===== config.mk =====
export PLATFORM = sky130hd
export DESIGN_NAME = ipsc_stream_coder
export DESIGN_NICKNAME = d
export VERILOG_FILES = /design/src/rtl/ipsc_stream_coder.v
export VERILOG_INCLUDE_DIRS = /design/src /design/src/include
export SDC_FILE = /design/constraint.sdc
export NUM_CORES = 1
export LEC_CHECK = 0
export ABC_AREA = 1
export BUFFER_PORTS_ARGS = -buffer_cell sky130_fd_sc_hd__buf_4
export CAP_MARGIN = 20
export CORE_UTILIZATION = 25
export CTS_BUF_LIST = sky130_fd_sc_hd__clkbuf_2 sky130_fd_sc_hd__clkbuf_4 sky130_fd_sc_hd__clkbuf_8
export CTS_CLUSTER_SIZE = 12
export DETAILED_ROUTE_END_ITERATION = 8
export SYNTH_ARGS = -nofsm -noshare
export SYNTH_HDL_FRONTEND = slang
export SYNTH_SLANG_ARGS = --single-unit

===== constraint.sdc =====
create_clock -name i_ref_clk -period 1.8 [get_ports i_ref_clk]
set_input_delay 0.36 -clock i_ref_clk [delete_from_list [all_inputs] [get_ports i_ref_clk]]
set_output_delay 0.36 -clock i_ref_clk [all_outputs]
set_load 0.05 [all_outputs]

===== src/include/ipsc_defines.vh =====
// Constants of the image port stream coder: offsets, fields, reset values, code bytes
`ifndef IPSC_DEFINES_VH
`define IPSC_DEFINES_VH

// Register byte offsets
`define IPSC_OFS_CTRL 8'h00
`define IPSC_OFS_SLICE 8'h04
`define IPSC_OFS_MAP 8'h08
`define IPSC_OFS_STATUS 8'h0C

// Writable masks and reset values
`define IPSC_CTRL_MASK 32'h0000_000F
`define IPSC_SLICE_MASK 32'h003F_3F3F
`define IPSC_MAP_MASK 32'h000F_FFFF
`define IPSC_CTRL_RST 32'h0000_0001
`define IPSC_SLICE_RST 32'h0000_0000
`define IPSC_MAP_RST 32'h0004_3210

// Control fields
`define IPSC_CTRL_CODES_ON 0
`define IPSC_CTRL_TRIG_MODE 1
`define IPSC_CTRL_PAGE_A 2
`define IPSC_CTRL_PAGE_B 3

// Sliced data identifier values that select start/end code framing, and the fixed data count
`define IPSC_DID_SAV_MSB1 6'h3E
`define IPSC_DID_SAV_MSB0 6'h3F
`define IPSC_DC_FIXED 6'h0B

// Stream bytes
`define IPSC_BYTE_ONES 8'hFF
`define IPSC_BYTE_ZERO 8'h00

// Code bytes, index {msb, kind[1:0], field}
`define IPSC_CODE_0 8'h0E
`define IPSC_CODE_1 8'h49
`define IPSC_CODE_2 8'h13
`define IPSC_CODE_3 8'h54
`define IPSC_CODE_4 8'h25
`define IPSC_CODE_5 8'h62
`define IPSC_CODE_6 8'h38
`define IPSC_CODE_7 8'h7F
`define IPSC_CODE_8 8'h80
`define IPSC_CODE_9 8'hC7
`define IPSC_CODE_A 8'h9D
`define IPSC_CODE_B 8'hDA
`define IPSC_CODE_C 8'hAB
`define IPSC_CODE_D 8'hEC
`define IPSC_CODE_E 8'hB6
`define IPSC_CODE_F 8'hF1

// AXI responses
`define IPSC_RESP_OKAY 2'b00
`define IPSC_RESP_SLVERR 2'b10

`endif


===== src/rtl/ipsc_stream_coder.v =====
// Image port stream coder: framing, reference codes, qualifier and flag mapping
`timescale 1ns/1ps
`include "ipsc_defines.vh"

module ipsc_stream_coder
(
  // Clock and reset
  input wire i_ref_clk,
  input wire i_rst_b,
  // AXI4-Lite register slave
  input wire [7:0] i_s_axi_awaddr,
  input wire i_s_axi_awvalid,
  output wire o_s_axi_awready,
  input wire [31:0] i_s_axi_wdata,
  input wire [3:0] i_s_axi_wstrb,
  input wire i_s_axi_wvalid,
  output wire o_s_axi_wready,
  output reg [1:0] o_s_axi_bresp,
  output reg o_s_axi_bvalid,
  input wire i_s_axi_bready,
  input wire [7:0] i_s_axi_araddr,
  input wire i_s_axi_arvalid,
  output wire o_s_axi_arready,
  output reg [31:0] o_s_axi_rdata,
  output reg [1:0] o_s_axi_rresp,
  output reg o_s_axi_rvalid,
  input wire i_s_axi_rready,
  // Scaled video byte stream
  input wire i_vid_valid,
  input wire [7:0] i_vid_data,
  input wire i_vid_eol,
  input wire i_vid_blank,
  input wire i_vid_last_line,
  input wire i_vid_field,
  input wire i_vid_task_b,
  output wire o_vid_ready,
  // Sliced data byte stream
  input wire i_slc_valid,
  input wire [7:0] i_slc_data,
  input wire i_slc_last,
  input wire i_slc_field,
  input wire [7:0] i_slc_identification_byte_one,
  input wire [7:0] i_slc_identification_byte_two,
  output wire o_slc_ready,
  // Image port
  input wire i_port_hold_input,
  output reg [7:0] o_port_data,
  output wire o_port_data_qualifier,
  output wire o_port_horizontal_ref_out,
  output wire o_port_vertical_ref_out,
  output wire o_port_flag_out_a,
  output wire o_port_flag_out_b
);

  localparam ST_IDLE = 4'd0;
  localparam ST_SPRE = 4'd1;
  localparam ST_SCODE = 4'd2;
  localparam ST_VPAY = 4'd3;
  localparam ST_AHDR = 4'd4;
  localparam ST_SHDR = 4'd5;
  localparam ST_SPAY = 4'd6;
  localparam ST_STRL = 4'd7;
  localparam ST_EPRE = 4'd8;
  localparam ST_ECODE = 4'd9;

  // Header byte: not-even-parity, even-parity, six value bits
  function [7:0] ipsc_parity_byte;
    input [5:0] v;
    begin
      ipsc_parity_byte = {~^v, ^v, v};
    end
  endfunction

  function [7:0] ipsc_code;
    input [3:0] idx;
    begin
      case (idx)
        4'h0: ipsc_code = `IPSC_CODE_0;
        4'h1: ipsc_code = `IPSC_CODE_1;
        4'h2: ipsc_code = `IPSC_CODE_2;
        4'h3: ipsc_code = `IPSC_CODE_3;
        4'h4: ipsc_code = `IPSC_CODE_4;
        4'h5: ipsc_code = `IPSC_CODE_5;
        4'h6: ipsc_code = `IPSC_CODE_6;
        4'h7: ipsc_code = `IPSC_CODE_7;
        4'h8: ipsc_code = `IPSC_CODE_8;
        4'h9: ipsc_code = `IPSC_CODE_9;
        4'hA: ipsc_code = `IPSC_CODE_A;
        4'hB: ipsc_code = `IPSC_CODE_B;
        4'hC: ipsc_code = `IPSC_CODE_C;
        4'hD: ipsc_code = `IPSC_CODE_D;
        4'hE: ipsc_code = `IPSC_CODE_E;
        default: ipsc_code = `IPSC_CODE_F;
      endcase
    end
  endfunction

  function [31:0] ipsc_merge;
    input [31:0] old;
    input [31:0] wdat;
    input [3:0] strb;
    input [31:0] mask;
    integer k;
    begin
      ipsc_merge = old;
      for (k = 0; k < 4; k = k + 1)
        if (strb[k])
          ipsc_merge[k*8 +: 8] = wdat[k*8 +: 8];
      ipsc_merge = ipsc_merge & mask;
    end
  endfunction

  // Selected event with polarity applied
  function ipsc_map;
    input [7:0] ev;
    input [3:0] fld;
    begin
      ipsc_map = ev[fld[2:0]] ^ fld[3];
    end
  endfunction

  // Registers
  reg [31:0] reg_ctrl;
  reg [31:0] reg_slice;
  reg [31:0] reg_map;

  // Bus slave state
  reg aw_got;
  reg w_got;
  reg [7:0] aw_addr;
  reg [31:0] w_data;
  reg [3:0] w_strb;

  // Coder state
  reg [3:0] state;
  reg [1:0] cnt;
  reg is_slice;
  reg anc_mode;
  reg ln_blank;
  reg ln_last;
  reg ln_field;
  reg ln_msb;
  reg [7:0] ln_identification_byte_one;
  reg [7:0] ln_identification_byte_two;
  reg [7:0] csum;
  reg [7:0] bcnt;
  reg out_qual;
  reg h_gate;
  reg v_gate;
  reg h_trig;
  reg v_trig;
  reg slc_flag;

  reg [3:0] next_state;
  reg [1:0] next_cnt;
  reg [7:0] next_data;
  reg next_qual;
  reg sav_now;
  reg line_end;
  reg anc_start;
  reg take_vid;
  reg take_slc;
  reg start_vid;
  reg start_slc;
  reg next_h_gate;
  reg next_v_gate;

  wire hold = i_port_hold_input;
  wire codes_on = reg_ctrl[`IPSC_CTRL_CODES_ON];
  wire [5:0] sliced_data_identifier = reg_slice[5:0];
  wire [5:0] sliced_source_id_byte = reg_slice[13:8];
  wire [5:0] anc_dc = reg_slice[21:16];
  wire did_anc = sliced_data_identifier < `IPSC_DID_SAV_MSB1;
  wire [1:0] sav_kind = ln_blank ? 2'd2 : 2'd0;
  wire [1:0] eav_kind = (ln_blank | ln_last) ? 2'd3 : 2'd1;

  assign o_vid_ready = (state == ST_VPAY) & ~hold;
  assign o_slc_ready = (state == ST_SPAY) & ~hold;

  // Byte sequencer; every held cycle emits 00h with qualifier low
  always @*
  begin
    next_state = state;
    next_cnt = cnt;
    next_data = `IPSC_BYTE_ZERO;
    next_qual = 1'b0;
    sav_now = 1'b0;
    line_end = 1'b0;
    anc_start = 1'b0;
    take_vid = 1'b0;
    take_slc = 1'b0;
    start_vid = 1'b0;
    start_slc = 1'b0;
    if (!hold)
    begin
      case (state)
        ST_IDLE:
        begin
          next_cnt = 2'd0;
          if (i_slc_valid)
          begin
            start_slc = 1'b1;
            if (!codes_on)
              next_state = ST_SHDR;
            else if (did_anc)
              next_state = ST_AHDR;
            else
              next_state = ST_SPRE;
          end
          else if (i_vid_valid)
          begin
            start_vid = 1'b1;
            next_state = codes_on ? ST_SPRE : ST_VPAY;
          end
        end
        ST_SPRE, ST_EPRE:
        begin
          next_data = (cnt == 2'd0) ? `IPSC_BYTE_ONES : `IPSC_BYTE_ZERO;
          next_qual = 1'b1;
          next_cnt = cnt + 2'd1;
          if (cnt == 2'd2)
          begin
            next_cnt = 2'd0;
            next_state = (state == ST_SPRE) ? ST_SCODE : ST_ECODE;
          end
        end
        ST_SCODE:
        begin
          next_data = ipsc_code({ln_msb, sav_kind, ln_field});
          next_qual = 1'b1;
          sav_now = 1'b1;
          next_state = is_slice ? ST_SHDR : ST_VPAY;
        end
        ST_VPAY:
        begin
          if (i_vid_valid)
          begin
            take_vid = 1'b1;
            next_data = i_vid_data;
            next_qual = 1'b1;
            if (i_vid_eol)
            begin
              next_state = codes_on ? ST_EPRE : ST_IDLE;
              line_end = ~codes_on;
            end
          end
        end
        ST_AHDR:
        begin
          case (cnt)
            2'd0: next_data = `IPSC_BYTE_ZERO;
            2'd1: next_data = `IPSC_BYTE_ONES;
            2'd2: next_data = `IPSC_BYTE_ONES;
            default: next_data = ipsc_parity_byte(sliced_data_identifier);
          endcase
          next_qual = 1'b1;
          anc_start = (cnt == 2'd0);
          next_cnt = cnt + 2'd1;
          if (cnt == 2'd3)
            next_state = ST_SHDR;
        end
        ST_SHDR:
        begin
          case (cnt)
            2'd0: next_data = ipsc_parity_byte(sliced_source_id_byte);
            2'd1: next_data = ipsc_parity_byte(anc_mode ? anc_dc : `IPSC_DC_FIXED);
            2'd2: next_data = ln_identification_byte_one;
            default: next_data = ln_identification_byte_two;
          endcase
          next_qual = 1'b1;
          next_cnt = cnt + 2'd1;
          if (cnt == 2'd3)
            next_state = ST_SPAY;
        end
        ST_SPAY:
        begin
          if (i_slc_valid)
          begin
            take_slc = 1'b1;
            next_data = i_slc_data;
            next_qual = 1'b1;
            if (i_slc_last)
            begin
              next_cnt = 2'd0;
              next_state = ST_STRL;
            end
          end
        end
        ST_STRL:
        begin
          next_data = (cnt == 2'd0) ? csum : bcnt;
          next_qual = 1'b1;
          next_cnt = cnt + 2'd1;
          if (cnt == 2'd1)
          begin
            next_cnt = 2'd0;
            if (codes_on && !anc_mode)
              next_state = ST_EPRE;
            else
            begin
              next_state = ST_IDLE;
              line_end = 1'b1;
            end
          end
        end
        ST_ECODE:
        begin
          next_data = ipsc_code({ln_msb, eav_kind, ln_field});
          next_qual = 1'b1;
          line_end = 1'b1;
          next_state = ST_IDLE;
        end
        default:
          next_state = ST_IDLE;
      endcase
    end
  end

  // Gate registers the state whose byte leaves at the same edge, so it
  // lines up with the payload bytes; vertical gate spans active lines
  always @*
  begin
    next_h_gate = (state == ST_VPAY) || (state == ST_SHDR) ||
      (state == ST_SPAY) || (state == ST_STRL);
    next_v_gate = v_gate;
    if (sav_now && !is_slice && !ln_blank)
      next_v_gate = 1'b1;
    if (start_vid && !codes_on && !i_vid_blank)
      next_v_gate = 1'b1;
    if (line_end && (ln_blank || ln_last))
      next_v_gate = 1'b0;
  end

  always @(posedge i_ref_clk)
  begin
    if (!i_rst_b)
    begin
      state <= ST_IDLE;
      cnt <= 2'd0;
      is_slice <= 1'b0;
      anc_mode <= 1'b0;
      ln_blank <= 1'b0;
      ln_last <= 1'b0;
      ln_field <= 1'b0;
      ln_msb <= 1'b0;
      ln_identification_byte_one <= 8'h00;
      ln_identification_byte_two <= 8'h00;
      csum <= 8'h00;
      bcnt <= 8'h00;
      o_port_data <= 8'h00;
      out_qual <= 1'b0;
      h_gate <= 1'b0;
      v_gate <= 1'b0;
      h_trig <= 1'b0;
      v_trig <= 1'b0;
      slc_flag <= 1'b0;
    end
    else
    begin
      state <= next_state;
      cnt <= next_cnt;
      o_port_data <= next_data;
      out_qual <= next_qual;
      h_gate <= next_h_gate;
      v_gate <= next_v_gate;
      h_trig <= next_h_gate & ~h_gate;
      v_trig <= next_v_gate & ~v_gate;
      if (start_vid)
      begin
        is_slice <= 1'b0;
        anc_mode <= 1'b0;
        ln_blank <= i_vid_blank;
        ln_last <= i_vid_last_line;
        ln_field <= i_vid_field;
        ln_msb <= i_vid_task_b ? ~reg_ctrl[`IPSC_CTRL_PAGE_B] :
          ~reg_ctrl[`IPSC_CTRL_PAGE_A];
      end
      if (start_slc)
      begin
        is_slice <= 1'b1;
        anc_mode <= did_anc;
        ln_blank <= 1'b1;
        ln_last <= 1'b0;
        ln_field <= i_slc_field;
        ln_msb <= (sliced_data_identifier == `IPSC_DID_SAV_MSB1);
        ln_identification_byte_one <= i_slc_identification_byte_one;
        ln_identification_byte_two <= i_slc_identification_byte_two;
        csum <= 8'h00;
        bcnt <= 8'h00;
      end
      if (take_slc)
      begin
        csum <= csum + i_slc_data;
        bcnt <= bcnt + 8'h01;
      end
      if (anc_start)
        slc_flag <= 1'b1;
      else if (sav_now)
        slc_flag <= 1'b0;
    end
  end

  // Output mapping: 0 qualifier, 1 h ref, 2 v ref, 3 sliced flag,
  // 4 h gate, 5 v gate, 6 h trigger, 7 v trigger
  wire trig_mode = reg_ctrl[`IPSC_CTRL_TRIG_MODE];
  wire [7:0] events = {v_trig, h_trig, v_gate, h_gate, slc_flag,
    trig_mode ? v_trig : v_gate, trig_mode ? h_trig : h_gate, out_qual};

  assign o_port_data_qualifier = ipsc_map(events, reg_map[3:0]);
  assign o_port_horizontal_ref_out = ipsc_map(events, reg_map[7:4]);
  assign o_port_vertical_ref_out = ipsc_map(events, reg_map[11:8]);
  assign o_port_flag_out_a = ipsc_map(events, reg_map[15:12]);
  assign o_port_flag_out_b = ipsc_map(events, reg_map[19:16]);

  // AXI4-Lite slave, one write and one read at a time
  assign o_s_axi_awready = ~aw_got & ~o_s_axi_bvalid;
  assign o_s_axi_wready = ~w_got & ~o_s_axi_bvalid;
  assign o_s_axi_arready = ~o_s_axi_rvalid;

  always @(posedge i_ref_clk)
  begin
    if (!i_rst_b)
    begin
      aw_got <= 1'b0;
      w_got <= 1'b0;
      aw_addr <= 8'h00;
      w_data <= 32'h0000_0000;
      w_strb <= 4'h0;
      o_s_axi_bvalid <= 1'b0;
      o_s_axi_bresp <= `IPSC_RESP_OKAY;
      reg_ctrl <= `IPSC_CTRL_RST;
      reg_slice <= `IPSC_SLICE_RST;
      reg_map <= `IPSC_MAP_RST;
    end
    else
    begin
      if (i_s_axi_awvalid && o_s_axi_awready)
      begin
        aw_got <= 1'b1;
        aw_addr <= i_s_axi_awaddr;
      end
      if (i_s_axi_wvalid && o_s_axi_wready)
      begin
        w_got <= 1'b1;
        w_data <= i_s_axi_wdata;
        w_strb <= i_s_axi_wstrb;
      end
      if (aw_got && w_got)
      begin
        aw_got <= 1'b0;
        w_got <= 1'b0;
        o_s_axi_bvalid <= 1'b1;
        o_s_axi_bresp <= `IPSC_RESP_OKAY;
        if (aw_addr == `IPSC_OFS_CTRL)
          reg_ctrl <= ipsc_merge(reg_ctrl, w_data, w_strb, `IPSC_CTRL_MASK);
        else if (aw_addr == `IPSC_OFS_SLICE)
          reg_slice <= ipsc_merge(reg_slice, w_data, w_strb, `IPSC_SLICE_MASK);
        else if (aw_addr == `IPSC_OFS_MAP)
          reg_map <= ipsc_merge(reg_map, w_data, w_strb, `IPSC_MAP_MASK);
        else if (aw_addr != `IPSC_OFS_STATUS)
          o_s_axi_bresp <= `IPSC_RESP_SLVERR;
      end
      else if (o_s_axi_bvalid && i_s_axi_bready)
        o_s_axi_bvalid <= 1'b0;
    end
  end

  always @(posedge i_ref_clk)
  begin
    if (!i_rst_b)
    begin
      o_s_axi_rvalid <= 1'b0;
      o_s_axi_rdata <= 32'h0000_0000;
      o_s_axi_rresp <= `IPSC_RESP_OKAY;
    end
    else if (i_s_axi_arvalid && o_s_axi_arready)
    begin
      o_s_axi_rvalid <= 1'b1;
      o_s_axi_rresp <= `IPSC_RESP_OKAY;
      if (i_s_axi_araddr == `IPSC_OFS_CTRL)
        o_s_axi_rdata <= reg_ctrl;
      else if (i_s_axi_araddr == `IPSC_OFS_SLICE)
        o_s_axi_rdata <= reg_slice;
      else if (i_s_axi_araddr == `IPSC_OFS_MAP)
        o_s_axi_rdata <= reg_map;
      else if (i_s_axi_araddr == `IPSC_OFS_STATUS)
        o_s_axi_rdata <= {24'h00_0000, state, hold, v_gate, h_gate, slc_flag};
      else
      begin
        o_s_axi_rdata <= 32'h0000_0000;
        o_s_axi_rresp <= `IPSC_RESP_SLVERR;
      end
    end
    else if (o_s_axi_rvalid && i_s_axi_rready)
      o_s_axi_rvalid <= 1'b0;
  end

endmodule // ipsc_stream_coder


# --- Yosys cells after proc, flatten, opt, wreduce, memory -nomap -nowiden ---
# Memory sizes are Yosys's and may differ from the RTL's.
# Cells that the tools add are included.
totals:
  register_bits: 173
  mem_bits_ro: 256
  word_cells: 252
  n_memories: 2
  in_bits: 101
  output_inout_bits: 56
mem_list:
  columns: ["memory", "words", "width", "rd", "rd_ports_with_merged_regs", "wr", "line_no", "text"]
  rows:
  - ["(no name shown)", 16, 8, 1, 0, 0, "ipsc_stream_coder.v:77", "case (idx)"]
  - ["(no name shown)", 16, 8, 1, 0, 0, "ipsc_stream_coder.v:77", null]
op_classes:
  n_reduce_logical: 53
  n_eq_ne: 28
  n_addsub: 3
  n_mux: 99
  n_bitwise: 25
  magnitude_cmp: 6
op_table:
  columns: ["operator", "n"]
  rows:
  - ["two-way mux 8 bit", 8]
  - ["one-hot mux 8 bit (8 select lines)", 1]
  - ["two-way mux 4 bit", 13]
  - ["two-way mux 1 bit", 44]
  - ["two-way mux 22 bit", 2]
  - ["one-hot mux 4 bit (8 select lines)", 1]
  - ["two-way mux 2 bit", 15]
  - ["== test 8 x 4 -> 1 bit (second input constant)", 3]
  - ["one-hot mux 8 bit (3 select lines)", 1]
  - ["less-than comparator 3 x 4 -> 1 bit (second input constant)", 5]
  - ["two-way mux 20 bit", 1]
  - ["XNOR reduction 6 bit", 3]
  - ["XOR reduction 6 bit", 3]
  - ["== test 4 x 3 -> 1 bit (second input constant)", 4]
  - ["== test 8 x 3 -> 1 bit (second input constant)", 2]
  - ["logical NOT 8 bit", 2]
  - ["inequality test 2 bit (second input constant)", 8]
  - ["one-hot mux 8 bit (2 select lines)", 1]
  - ["AND reduction 4 bit", 4]
  - ["binary-select mux 1 bit (select 3 bit)", 5]
  - ["AND reduction 5 bit", 3]
  - ["inverter 1 bit", 13]
  - ["logical AND 1 bit", 12]
  - ["OR reduction 2 bit", 6]
  - ["other kinds (28)", 54]

# --- Longest topological paths before layout ---
# Gate-level depths: netlist of the first run.
logic_depth:
  word_depth: 9
  mapped_depth: 12
  ltp_nobuf: 12

# --- Worst setup path after synthesis of the first run ---
# OpenSTA, ideal clock, no wires.
synth_timing:
  path_type: "register to output"
  start: "register v_gate"
  end: "output port o_port_horizontal_ref_out"
  n_path_buf: 0
  t_required_ns: 1.440
  path_slack_ns: -0.512
  path_stages_with_launch: 8
  arrival_ns: 1.952
  path_cell_list: "dfxtp_1 inv_1 o21ai_0 nor2_1 o21ai_0 inv_1 o21ai_0 xor2_1"
synth_between:
  elab_chain_len: 4
synth_lines:
  columns: ["item", "line_no", "text"]
  rows:
  - ["from (decl)", "ipsc_stream_coder.v:149", "reg v_gate;"]
  - ["from (signal assigned)", "ipsc_stream_coder.v:365", "v_gate <= next_v_gate;"]
  - ["two-way mux 1 bit", "ipsc_stream_coder.v:407", "trig_mode ? v_trig : v_gate, trig_mode ? h_trig : h_gate, out_qual};"]
  - ["binary-select mux 1 bit (select 3 bit) (*)", "ipsc_stream_coder.v:118", "ipsc_map = ev[fld[2:0]] ^ fld[3];"]
  - ["two-way mux 1 bit (not written as such) (*)", "ipsc_stream_coder.v:118", null]
  - ["XOR 1 bit (*)", "ipsc_stream_coder.v:118", null]
  - ["to (decl)", "ipsc_stream_coder.v:49", "output wire o_port_horizontal_ref_out,"]
# Every way passes the cells marked *; elsewhere a longest branch is shown, timed or not. The select of a mux whose other input is x is not followed.

# --- Worst setup path in the final report of the first run ---
layout_timing:
  start: "register reg_ctrl[1]"
  end: "output port o_port_data_qualifier"
layout_between:
  elab_chain_len: 4
  word_cells_on_any_way: 5
  classes_between: "mux: 4; bitwise: 1"
layout_lines:
  columns: ["item", "line_no", "text"]
  rows:
  - ["from (decl)", "ipsc_stream_coder.v:123", "reg [31:0] reg_ctrl;"]
  - ["from (signal assigned)", "ipsc_stream_coder.v:431", "reg_ctrl <= `IPSC_CTRL_RST;"]
  - ["from (signal assigned)", "ipsc_stream_coder.v:455", "reg_ctrl <= ipsc_merge(reg_ctrl, w_data, w_strb, `IPSC_CTRL_MASK);"]
  - ["two-way mux 1 bit", "ipsc_stream_coder.v:407", null]
  - ["binary-select mux 1 bit (select 3 bit) (*)", "ipsc_stream_coder.v:118", null]
  - ["two-way mux 1 bit (not written as such) (*)", "ipsc_stream_coder.v:118", null]
  - ["XOR 1 bit (*)", "ipsc_stream_coder.v:118", null]
  - ["to (decl)", "ipsc_stream_coder.v:48", "output wire o_port_data_qualifier,"]
# Marked as above.

==> metrics.yaml, run 1 <==
synth_fa_ha_area_frac: 0.0296
io_pins: 157
clkTransAtPathRegs_ps: 90
wl_um: 28600
fin_crit_ps: 2230
crit_path_cell_trace: "nand2_2, o21ai_2, buf_6, o211ai_1, nand3_1, o21ai_2, xnor2_2, buf_6"
clkSinkCount: 161
finClkSkew_ps: 13.3
synth_top_family_by_area: "compound AO/OA/AOI/OAI gates"
layout.nets: 1528
synthArstFlopShare: 0
grt_pass1_wl_um: 44300
comb_power_share: 0.344
synth_xor_area_frac: 0.0137
internal-power_mw: 6.57
cts_tree: "yes"
ir_drop_uv: 436
fill_cells: 3503
ctsRootBufferMaster: "clkbuf_8"
die_area_um2: 33900
port_buffers: 133
yosys.area.top_type: "dfxtp_1"
initial_core_util: 0.255
setup_ws_ps: -434
p_seq_frac: 0.391
swShare: 0.372
cp-end-kind: "output port"
cp_slowest_cell: "dfxtp_4"
fin_cells: 1863
cts.path.max_buffers: 2
via_per_inst: 4.64
cts-hold-fix-buffers: 0
violations: "negative setup slack"
endpoint: "o_port_data_qualifier"
syn_avg_cell_area_um2: 6.98
grt_usage: 0.171
period_share: 1.24
grt_max_degree: 77
netlist_instances: 1188
placedCellCount: 1815
arrival_ps: 1870
total_power_mw: 10.5
netlist_area_um2: 8290
setup_violations: 6
design.core.area_um2: 32500
antenna_found_initial: 0
grt_use_met3: 0.0365
synth_cell_types: 49
drtIter0Drc: 532
dp_hpwl_um: 22700
final_antenna_net_count: 0
p_clk_frac: 0.265
p_leak_nw: 4.80
drtPass1Iterations: 6
hp-class: "input port to register"
timing.fmax_mhz: 448
wire_per_inst_um: 15.3
ys_warn_count: 0
use_met2: 0.275
clk-insertion-delay-late_ps: 480
required_ps: 1440
startpoint: "reg_ctrl[1]"
gp_congestion: 0.901
finalHoldViolCount: 0
synth.area.top_cells: "dfxtp_1, o21ai_0, a21oi_1"
status: "complete, but fails checks"
grt_pass1_vias: 8228
cp_max_fo: 6
n_antenna_cell: 0
r2r_cells: 8
cts_inserted_buffers: 17
switchingPower_mw: 3.89
final_cell_mix: "buf_4, nand2_1, a21oi_1"
top_usage_layer: "met2"
critical_path_class: "register to output port"
ys_ff_latch: 161
drive_above_1_share: 0.254
min_from: "i_s_axi_bready"
worstReg2RegStart: "state[3]"
cp_num_cells: 8
drc_errors: 0
start_kind: "register"
synth_edf_count: 0
r2r-end: "o_port_data[3]"
cp_top_family: "flip-flops"
ff2ff_setup_slack_ps: 110
synth_mux_area_frac: 0
syn_to_final_growth_pct: 35.1
num_vias: 8640
synth-seq-area-share: 0.389
final_max_slew_viol_count: 0
rsz0062_at_grt: "true"
max_stage_delay_ps: 390
layout_commonest_cell: "buf_4"
grt_overflow: 0
yosys.area.top_type_share: 0.389
h-tree-depth: 4
synth_compound_area_frac: 0.244
crit_buf_inv: 2
die_h_um: 184
num_rows: 66
synthSimpleGateAreaFrac: 0.228
max_cap_violations: 0
synthFlopType: "dfxtp_1"
p_per_area_nw_per_um2: 933
use_met1: 0.218
die_x_um: 184
## Yosys cell counts (3+ instances only)
cell type / instances
a211oi_1: 5
buf_4: 15
xor2_1: 7
nor2_4: 3
o22ai_1: 8
xnor2_1: 6
dfxtp_1: 161
inv_2: 4
a31oi_1: 5
nand3_1: 72
o21ai_0: 156
ha_1: 18
clkbuf_1: 29
o2111ai_1: 3
o211ai_1: 19
inv_1: 118
nand2_2: 5
nor2_1: 124
nand2_1: 202
nand4_1: 9
nor3_2: 5
a21oi_1: 155
o21ai_2: 3
buf_2: 9
nor3_1: 11
buf_6: 4
o31ai_1: 3
o221ai_1: 3
## per-layer routing
metal | vias to the layer above | wire, µm
met5 | - | 0
met4 | 0 | 1010
met3 | 58 | 1640
met2 | 261 | 13000
met1 | 3894 | 13000
li1 | 4427 | -
## power by group through the flow
stage / registers, mW / clock network, mW / logic (mW)
after floorplan: 4.22 / 0 / 1.84
after global placement: 4.13 / 0 / 3.23
after detailed placement: 4.14 / 0 / 3.23
after CTS: 4.07 / 2.87 / 3.44
after global routing: 4.12 / 3.01 / 3.91
final: 4.09 / 2.77 / 3.60
## kinds of logic after synthesis
family | after synthesis
AOI/OAI and AO/OA | 373
and+or+nand+nor | 438
other | 1
buffers and inverters | 183
DFF | 161
xor gates and xnor gates | 13
adders and majority gates | 19
## worst reg2reg max path, cell delays in order, from the launching register on
cell and delay (ps):
dfxtp_4 380, inv_4 70, buf_4 120, nand2_2 100
nor2_1 340, o21ai_0 150, a31oi_1 220, nor2_1 90
a21oi_1 160
## sequential cells by signal, summed over array words and instances (netlist names), 2 cells and up
signal and flops:
o_s_axi_rdata 22, w_data 22, reg_map 20, reg_slice 18
aw_addr 8, bcnt 8, csum 8, ln_identification_byte_one 8
ln_identification_byte_two 8, o_port_data 8, reg_ctrl 4, state 4
w_strb 3, cnt 2
## area by class of cell
type,count,area [µm²],area share
multi-input cells,855,4500,0.402
clock inverters,15,175,0.0156
well taps,442,553,0.0494
flip-flops and latches,161,3250,0.290
clock buffers,17,234,0.0209
inverters,126,494,0.0441
repair buffers,247,1990,0.177
## through the flow
stage | setup slack (ps) | setup TNS, ps | area [µm²] | hold slack [ps] | utilization
floorplan | -199 | -199 | 8390 | 416 | -
global route | -577 | -2710 | 11200 | 42.2 | 0.344
detailed placement | -96.8 | -242 | 10400 | 431 | 0.321
CTS | -463 | -2250 | 11100 | 36.0 | 0.340
global placement | -110 | -208 | 10400 | 428 | 0.321
finish | -434 | -1990 | 11200 | 69.3 | 0.344
## worst min path at each step
stage | end | slack [ps] | cells after the start
after floorplan | bcnt[7] | 420 | 1
after global placement | bcnt[7] | 430 | 1
after detailed placement | bcnt[7] | 430 | 1
after CTS | o_s_axi_bvalid | 40 | 2
after global routing | o_s_axi_bvalid | 40 | 2
final | o_s_axi_bvalid | 70 | 2
## repair_timing
action                                  CTS  global route
endpoints found under the setup margin    7            61
pin swaps                                10            20
hold endpoints to repair                  0             0
resized for setup                        62            35
setup buffers                            12             6
cloned                                    0             0
No activity file was read; power rests on OpenSTA's default activity.
==> run 2, diff against run 1 <==
- BUFFER_PORTS_ARGS: -buffer_cell sky130_fd_sc_hd__buf_4 -> unset
- DONT_BUFFER_PORTS: unset -> 1
==> run 2 against run 1 <==
Net effect:
- the flow still finishes with violations (negative setup slack)
- combinational power decreased by 7.8%
- register-to-register slack got worse by 50 ps
- via count decreased by 3.1%
- global-route usage increased by 0.38 points
- critical path depth unchanged
- routed wire length increased by 2.6%
- total power decreased by 0.48%
- utilization decreased by 2.2 points
- largest cell class unchanged
==> metrics.yaml, run 2 (synthesized netlist as in run 1, its figures left out) <==
max_stage_delay_ps: 390
clkTransAtPathRegs_ps: 90
final_antenna_net_count: 0
drc_errors: 0
num_vias: 8376
finClkSkew_ps: 13.9
cp-end-kind: "output port"
layout.nets: 1415
required_ps: 1440
crit_path_cell_trace: "nand2_2, o21ai_4, buf_6, o211ai_1, nand3_1, o21ai_2, xnor2_2, buf_12"
status: "complete, but fails checks"
ir_drop_uv: 335
grt_overflow: 0
final_max_slew_viol_count: 0
cts_tree: "yes"
period_share: 1.26
antenna_found_initial: 3
start_kind: "register"
wl_um: 29300
setup_violations: 5
num_rows: 66
cp_slowest_cell: "dfxtp_4"
grt_usage: 0.175
die_x_um: 184
die_h_um: 184
grt_pass1_vias: 7895
drtPass1Iterations: 5
via_per_inst: 4.79
drtIter0Drc: 617
clkSinkCount: 161
clk-insertion-delay-late_ps: 490
initial_core_util: 0.255
critical_path_class: "register to output port"
gp_congestion: 0.896
dp_hpwl_um: 22000
cp_top_family: "flip-flops"
arrival_ps: 1910
setup_ws_ps: -474
hp-class: "input port to register"
layout_commonest_cell: "nand2_1"
port_buffers: 0
fin_crit_ps: 2270
cp_max_fo: 5
violations: "negative setup slack"
drive_above_1_share: 0.189
slew-limit-headroom: 0.382
n_antenna_cell: 0
rsz0062_at_grt: "true"
tightestPinTransition_ps: 923
wire_per_inst_um: 16.8
reg_top3: "o_s_axi_rdata: 22 flops, w_data: 22 flops, reg_map: 20 flops"
crit_buf_inv: 2
cts.path.max_buffers: 2
p_per_area_nw_per_um2: 992
die_area_um2: 33900
p_leak_nw: 4.24
syn_to_final_growth_pct: 26.5
finalHoldViolCount: 0
io_pins: 157
grt_pass1_wl_um: 44600
max_cap_violations: 0
design.core.area_um2: 32500
final_cell_mix: "nand2_1, a21oi_1, dfxtp_1"
ctsRootBufferMaster: "clkbuf_8"
cts_inserted_buffers: 17
timing.fmax_mhz: 440
fin_hold_ws_ps: 24.6
total_power_mw: 10.4
grt_max_degree: 42
h-tree-depth: 4
-- run 2: cell count changes in the layout (fill, tap and decap cells not counted), moves of 3 or more --
cell           delta
o21ai_2           +3
ha_1              -3
buf_6             -4
o21ai_1           -9
o21ai_0           +5
buf_4           -125
dlygate4sd3_1    +15
-- run 2: where the power goes --
group | leakage (nW) | internal [mW] | total (mW) | switching (mW)
Combinational | 2.71 | 1.30 | 3.32 | 2.02
Sequential | 1.32 | 3.87 | 4.24 | 0.369
Clock | 0.212 | 1.32 | 2.85 | 1.53
-- run 2: cell type report --
| type | instances | area [µm²] |
|---|---|---|
| Sequential cell | 161 | 3260 |
| Clock inverter | 13 | 150 |
| Multi-Input combinational cell | 855 | 4590 |
| Tap cell | 442 | 553 |
| Timing Repair Buffer | 134 | 1170 |
| Clock buffer | 19 | 255 |
| Inverter | 126 | 500 |
| Fill cell | 3526 | 22000 |
-- run 2: through the flow --
stage                     setup TNS [ps]  setup WS, ps  instance area, µm²  utilization  std cells
final                              -2140          -474               10500        0.322       1750
after CTS                          -2280          -479               10200        0.315       1742
after detailed placement            -202         -79.3                9500        0.292       1689
after floorplan                     -199          -199                8390            -       1199
after global routing               -2740          -567               10500        0.322       1750
after global placement              -291         -90.9                9500        0.292       1689
-- run 2: path summary, 6_finish.rpt --
path | endpoint | slack, ps | startpoint | cells after the start
max reg2reg | bcnt[0] | 60 | state[3] | 12
min reg2reg | w_data[20] | 460 | w_data[20] | 2
min | reg_map[19] | 20 | i_rst_b | 2
max | o_port_data_qualifier | -470 | reg_ctrl[1] | 8
-- run 2: timing repair --
action	CTS	global route
hold buffers	15	1
resized for setup	48	61
pin swaps	10	20
endpoints found under the hold margin	49	1
endpoints found under the setup margin	10	69
setup buffers	7	7
-- run 2: layer usage --
layer	share of wire	vias up	GRT usage
met1	0.44	3843	0.222
li1	-	4201	-
met5	0.0013	-	0
met2	0.46	262	0.275
met3	0.060	64	0.0438
met4	0.035	6	0.0847
==> run 3, diff against run 2 <==
- REMOVE_ABC_BUFFERS: unset -> 1
==> run 3 against run 2 <==
Net effect:
- the run still ends with negative setup slack left
- die area stayed put
- worst hold slack worse by 1.1 ps
- first-iteration DRC count is 8.9% lower
- non-clock buffer count is 2 higher
- count of clock-buffer cells in the layout is 2 lower
- sequential cell count stayed put
- utilization hardly changed
- global-route usage is 0.54 points lower
- sequential share of layout area is 0.077 points lower
- sequential power is 0.9% lower
- combinational power hardly changed
- routed wire length is 2.0% lower
- critical path type unchanged
==> metrics.yaml, run 3 (synthesized netlist as in run 1, its figures left out) <==
cp-end-kind: "output port"
final_antenna_net_count: 0
period_share: 1.25
clkTransAtPathRegs_ps: 110
layout.nets: 1418
wl_um: 28700
cts.path.max_buffers: 2
tns_ps: -2170
violations: "negative setup slack"
max_cap_violations: 0
die_x_um: 184
num_vias: 8362
cp_slowest_cell: "dfxtp_1"
required_ps: 1440
critical_path_class: "register to output port"
post-route-util: 0.323
initial_core_util: 0.255
start_kind: "register"
crit_path_cell_trace: "inv_1, a21oi_1, o21ai_0, o21ai_1, inv_1, o21ai_2, xor2_1, buf_6"
internal-power_mw: 6.19
dpl_cell_area_um2: 9340
drtPass1Iterations: 5
gp_congestion: 0.919
wire_per_inst_um: 16.4
layout_commonest_cell: "nand2_1"
ctsRootBufferMaster: "clkbuf_8"
antenna_found_initial: 0
switchingPower_mw: 4.15
grt_pass1_vias: 7673
crit_buf_inv: 3
cp_num_cells: 8
arrival_ps: 1890
die_area_um2: 33900
n_antenna_cell: 0
reg_top3: "o_s_axi_rdata: 22 flops, w_data: 22 flops, reg_map: 20 flops"
clk-insertion-delay-late_ps: 510
p_seq_frac: 0.406
max_stage_delay_ps: 360
tightestPinTransition_ps: 577
r2r_cells: 12
cts_inserted_buffers: 17
dp_hpwl_um: 21300
ir_drop_uv: 458
design.core.area_um2: 32500
hp-class: "input port to register"
cts_tree: "yes"
path_common_cell: "inv_1"
slew-limit-headroom: 0.615
fill_cells: 3544
rsz0062_at_grt: "true"
grt_max_degree: 90
num_rows: 66
p_clk_frac: 0.275
p_leak_nw: 4.30
drc_errors: 0
die_h_um: 184
final_cell_area_um2: 10500
status: "complete, but fails checks"
grt_overflow: 0
setup_ws_ps: -445
drtIter0Drc: 562
port_buffers: 0
final_cell_mix: "nand2_1, a21oi_1, dfxtp_1"
fin_crit_ps: 2250
finalHoldViolCount: 0
fin_hold_ws_ps: 23.5
via_per_inst: 4.77
cp_max_fo: 4
final_max_slew_viol_count: 0
finClkSkew_ps: 17.9
min_from: "i_rst_b"
grt_usage: 0.169
setup_violations: 6
timing.fmax_mhz: 445
worstReg2RegStart: "state[2]"
h-tree-depth: 4
p_per_area_nw_per_um2: 986
drive_above_1_share: 0.191
comb_power_share: 0.319
swShare: 0.401
syn_to_final_growth_pct: 26.6
startpoint: "reg_map[4]"
io_pins: 157
hold_depth: 2
cp_top_family: "compound AO/OA/AOI/OAI gates"
clkSinkCount: 161
grt_pass1_wl_um: 43600
[run 3: changes by cell type in the layout (fill, tap and decap cells not counted), moves of 3 or more]
cell,change
a21oi_1,-3
buf_12,-3
buf_4,-6
buf_6,+12
clkinv_2,-3
clkinv_8,+4
inv_6,-4
inv_8,+5
nand2_1,-6
nand2_2,+7
[run 3: through the flow]
| step | instances | setup slack, ps | power [mW] |
|---|---|---|---|
| final | 1753 | -445 | 10.3 |
| after global routing | 1753 | -537 | 10.9 |
| after floorplan | 1142 | -767 | 5.90 |
| after global placement | 1681 | -151 | 6.97 |
| after CTS | 1737 | -500 | 10.1 |
| after detailed placement | 1681 | -149 | 6.98 |
[run 3: final timing paths]
check                                   end  slack [ps]
hold / removal                    w_data[0]          20
setup reg to reg                    bcnt[1]          40
hold reg to reg                     bcnt[7]         440
setup / recovery  o_port_horizontal_ref_out        -450
[run 3: per-layer routing]
metal	track usage	part of all wire
met5	0	0
met4	0.0570	0.021
met3	0.0412	0.056
met2	0.282	0.48
met1	0.212	0.45
[run 3: final cells by class]
cell class / instances / area [µm²] / share of cell area
clock buffer: 17 / 234 / 0.0223
tap: 442 / 553 / 0.0527
multi-input combinational: 856 / 4560 / 0.435
sequential: 161 / 3250 / 0.310
clock inverter: 15 / 184 / 0.0175
inverter: 126 / 495 / 0.0472
timing repair buffer: 136 / 1210 / 0.115
[run 3: repair_timing]
action                                  4_1_cts  5_1_grt
gates cloned                                  0        1
pin swaps                                    12       21
endpoints found under the hold margin        93        0
gates resized for setup                      75       62
hold buffers                                 14        0
buffers inserted                             10       19
endpoints found under the setup margin        8       61
[run 3: power by group through the flow]
stage	logic [mW]	clock network, mW	registers [mW]
floorplan	1.67	0	4.23
global placement	2.72	0	4.24
detailed placement	2.74	0	4.25
CTS	3.02	2.91	4.19
global route	3.61	3.05	4.24
finish	3.30	2.84	4.20
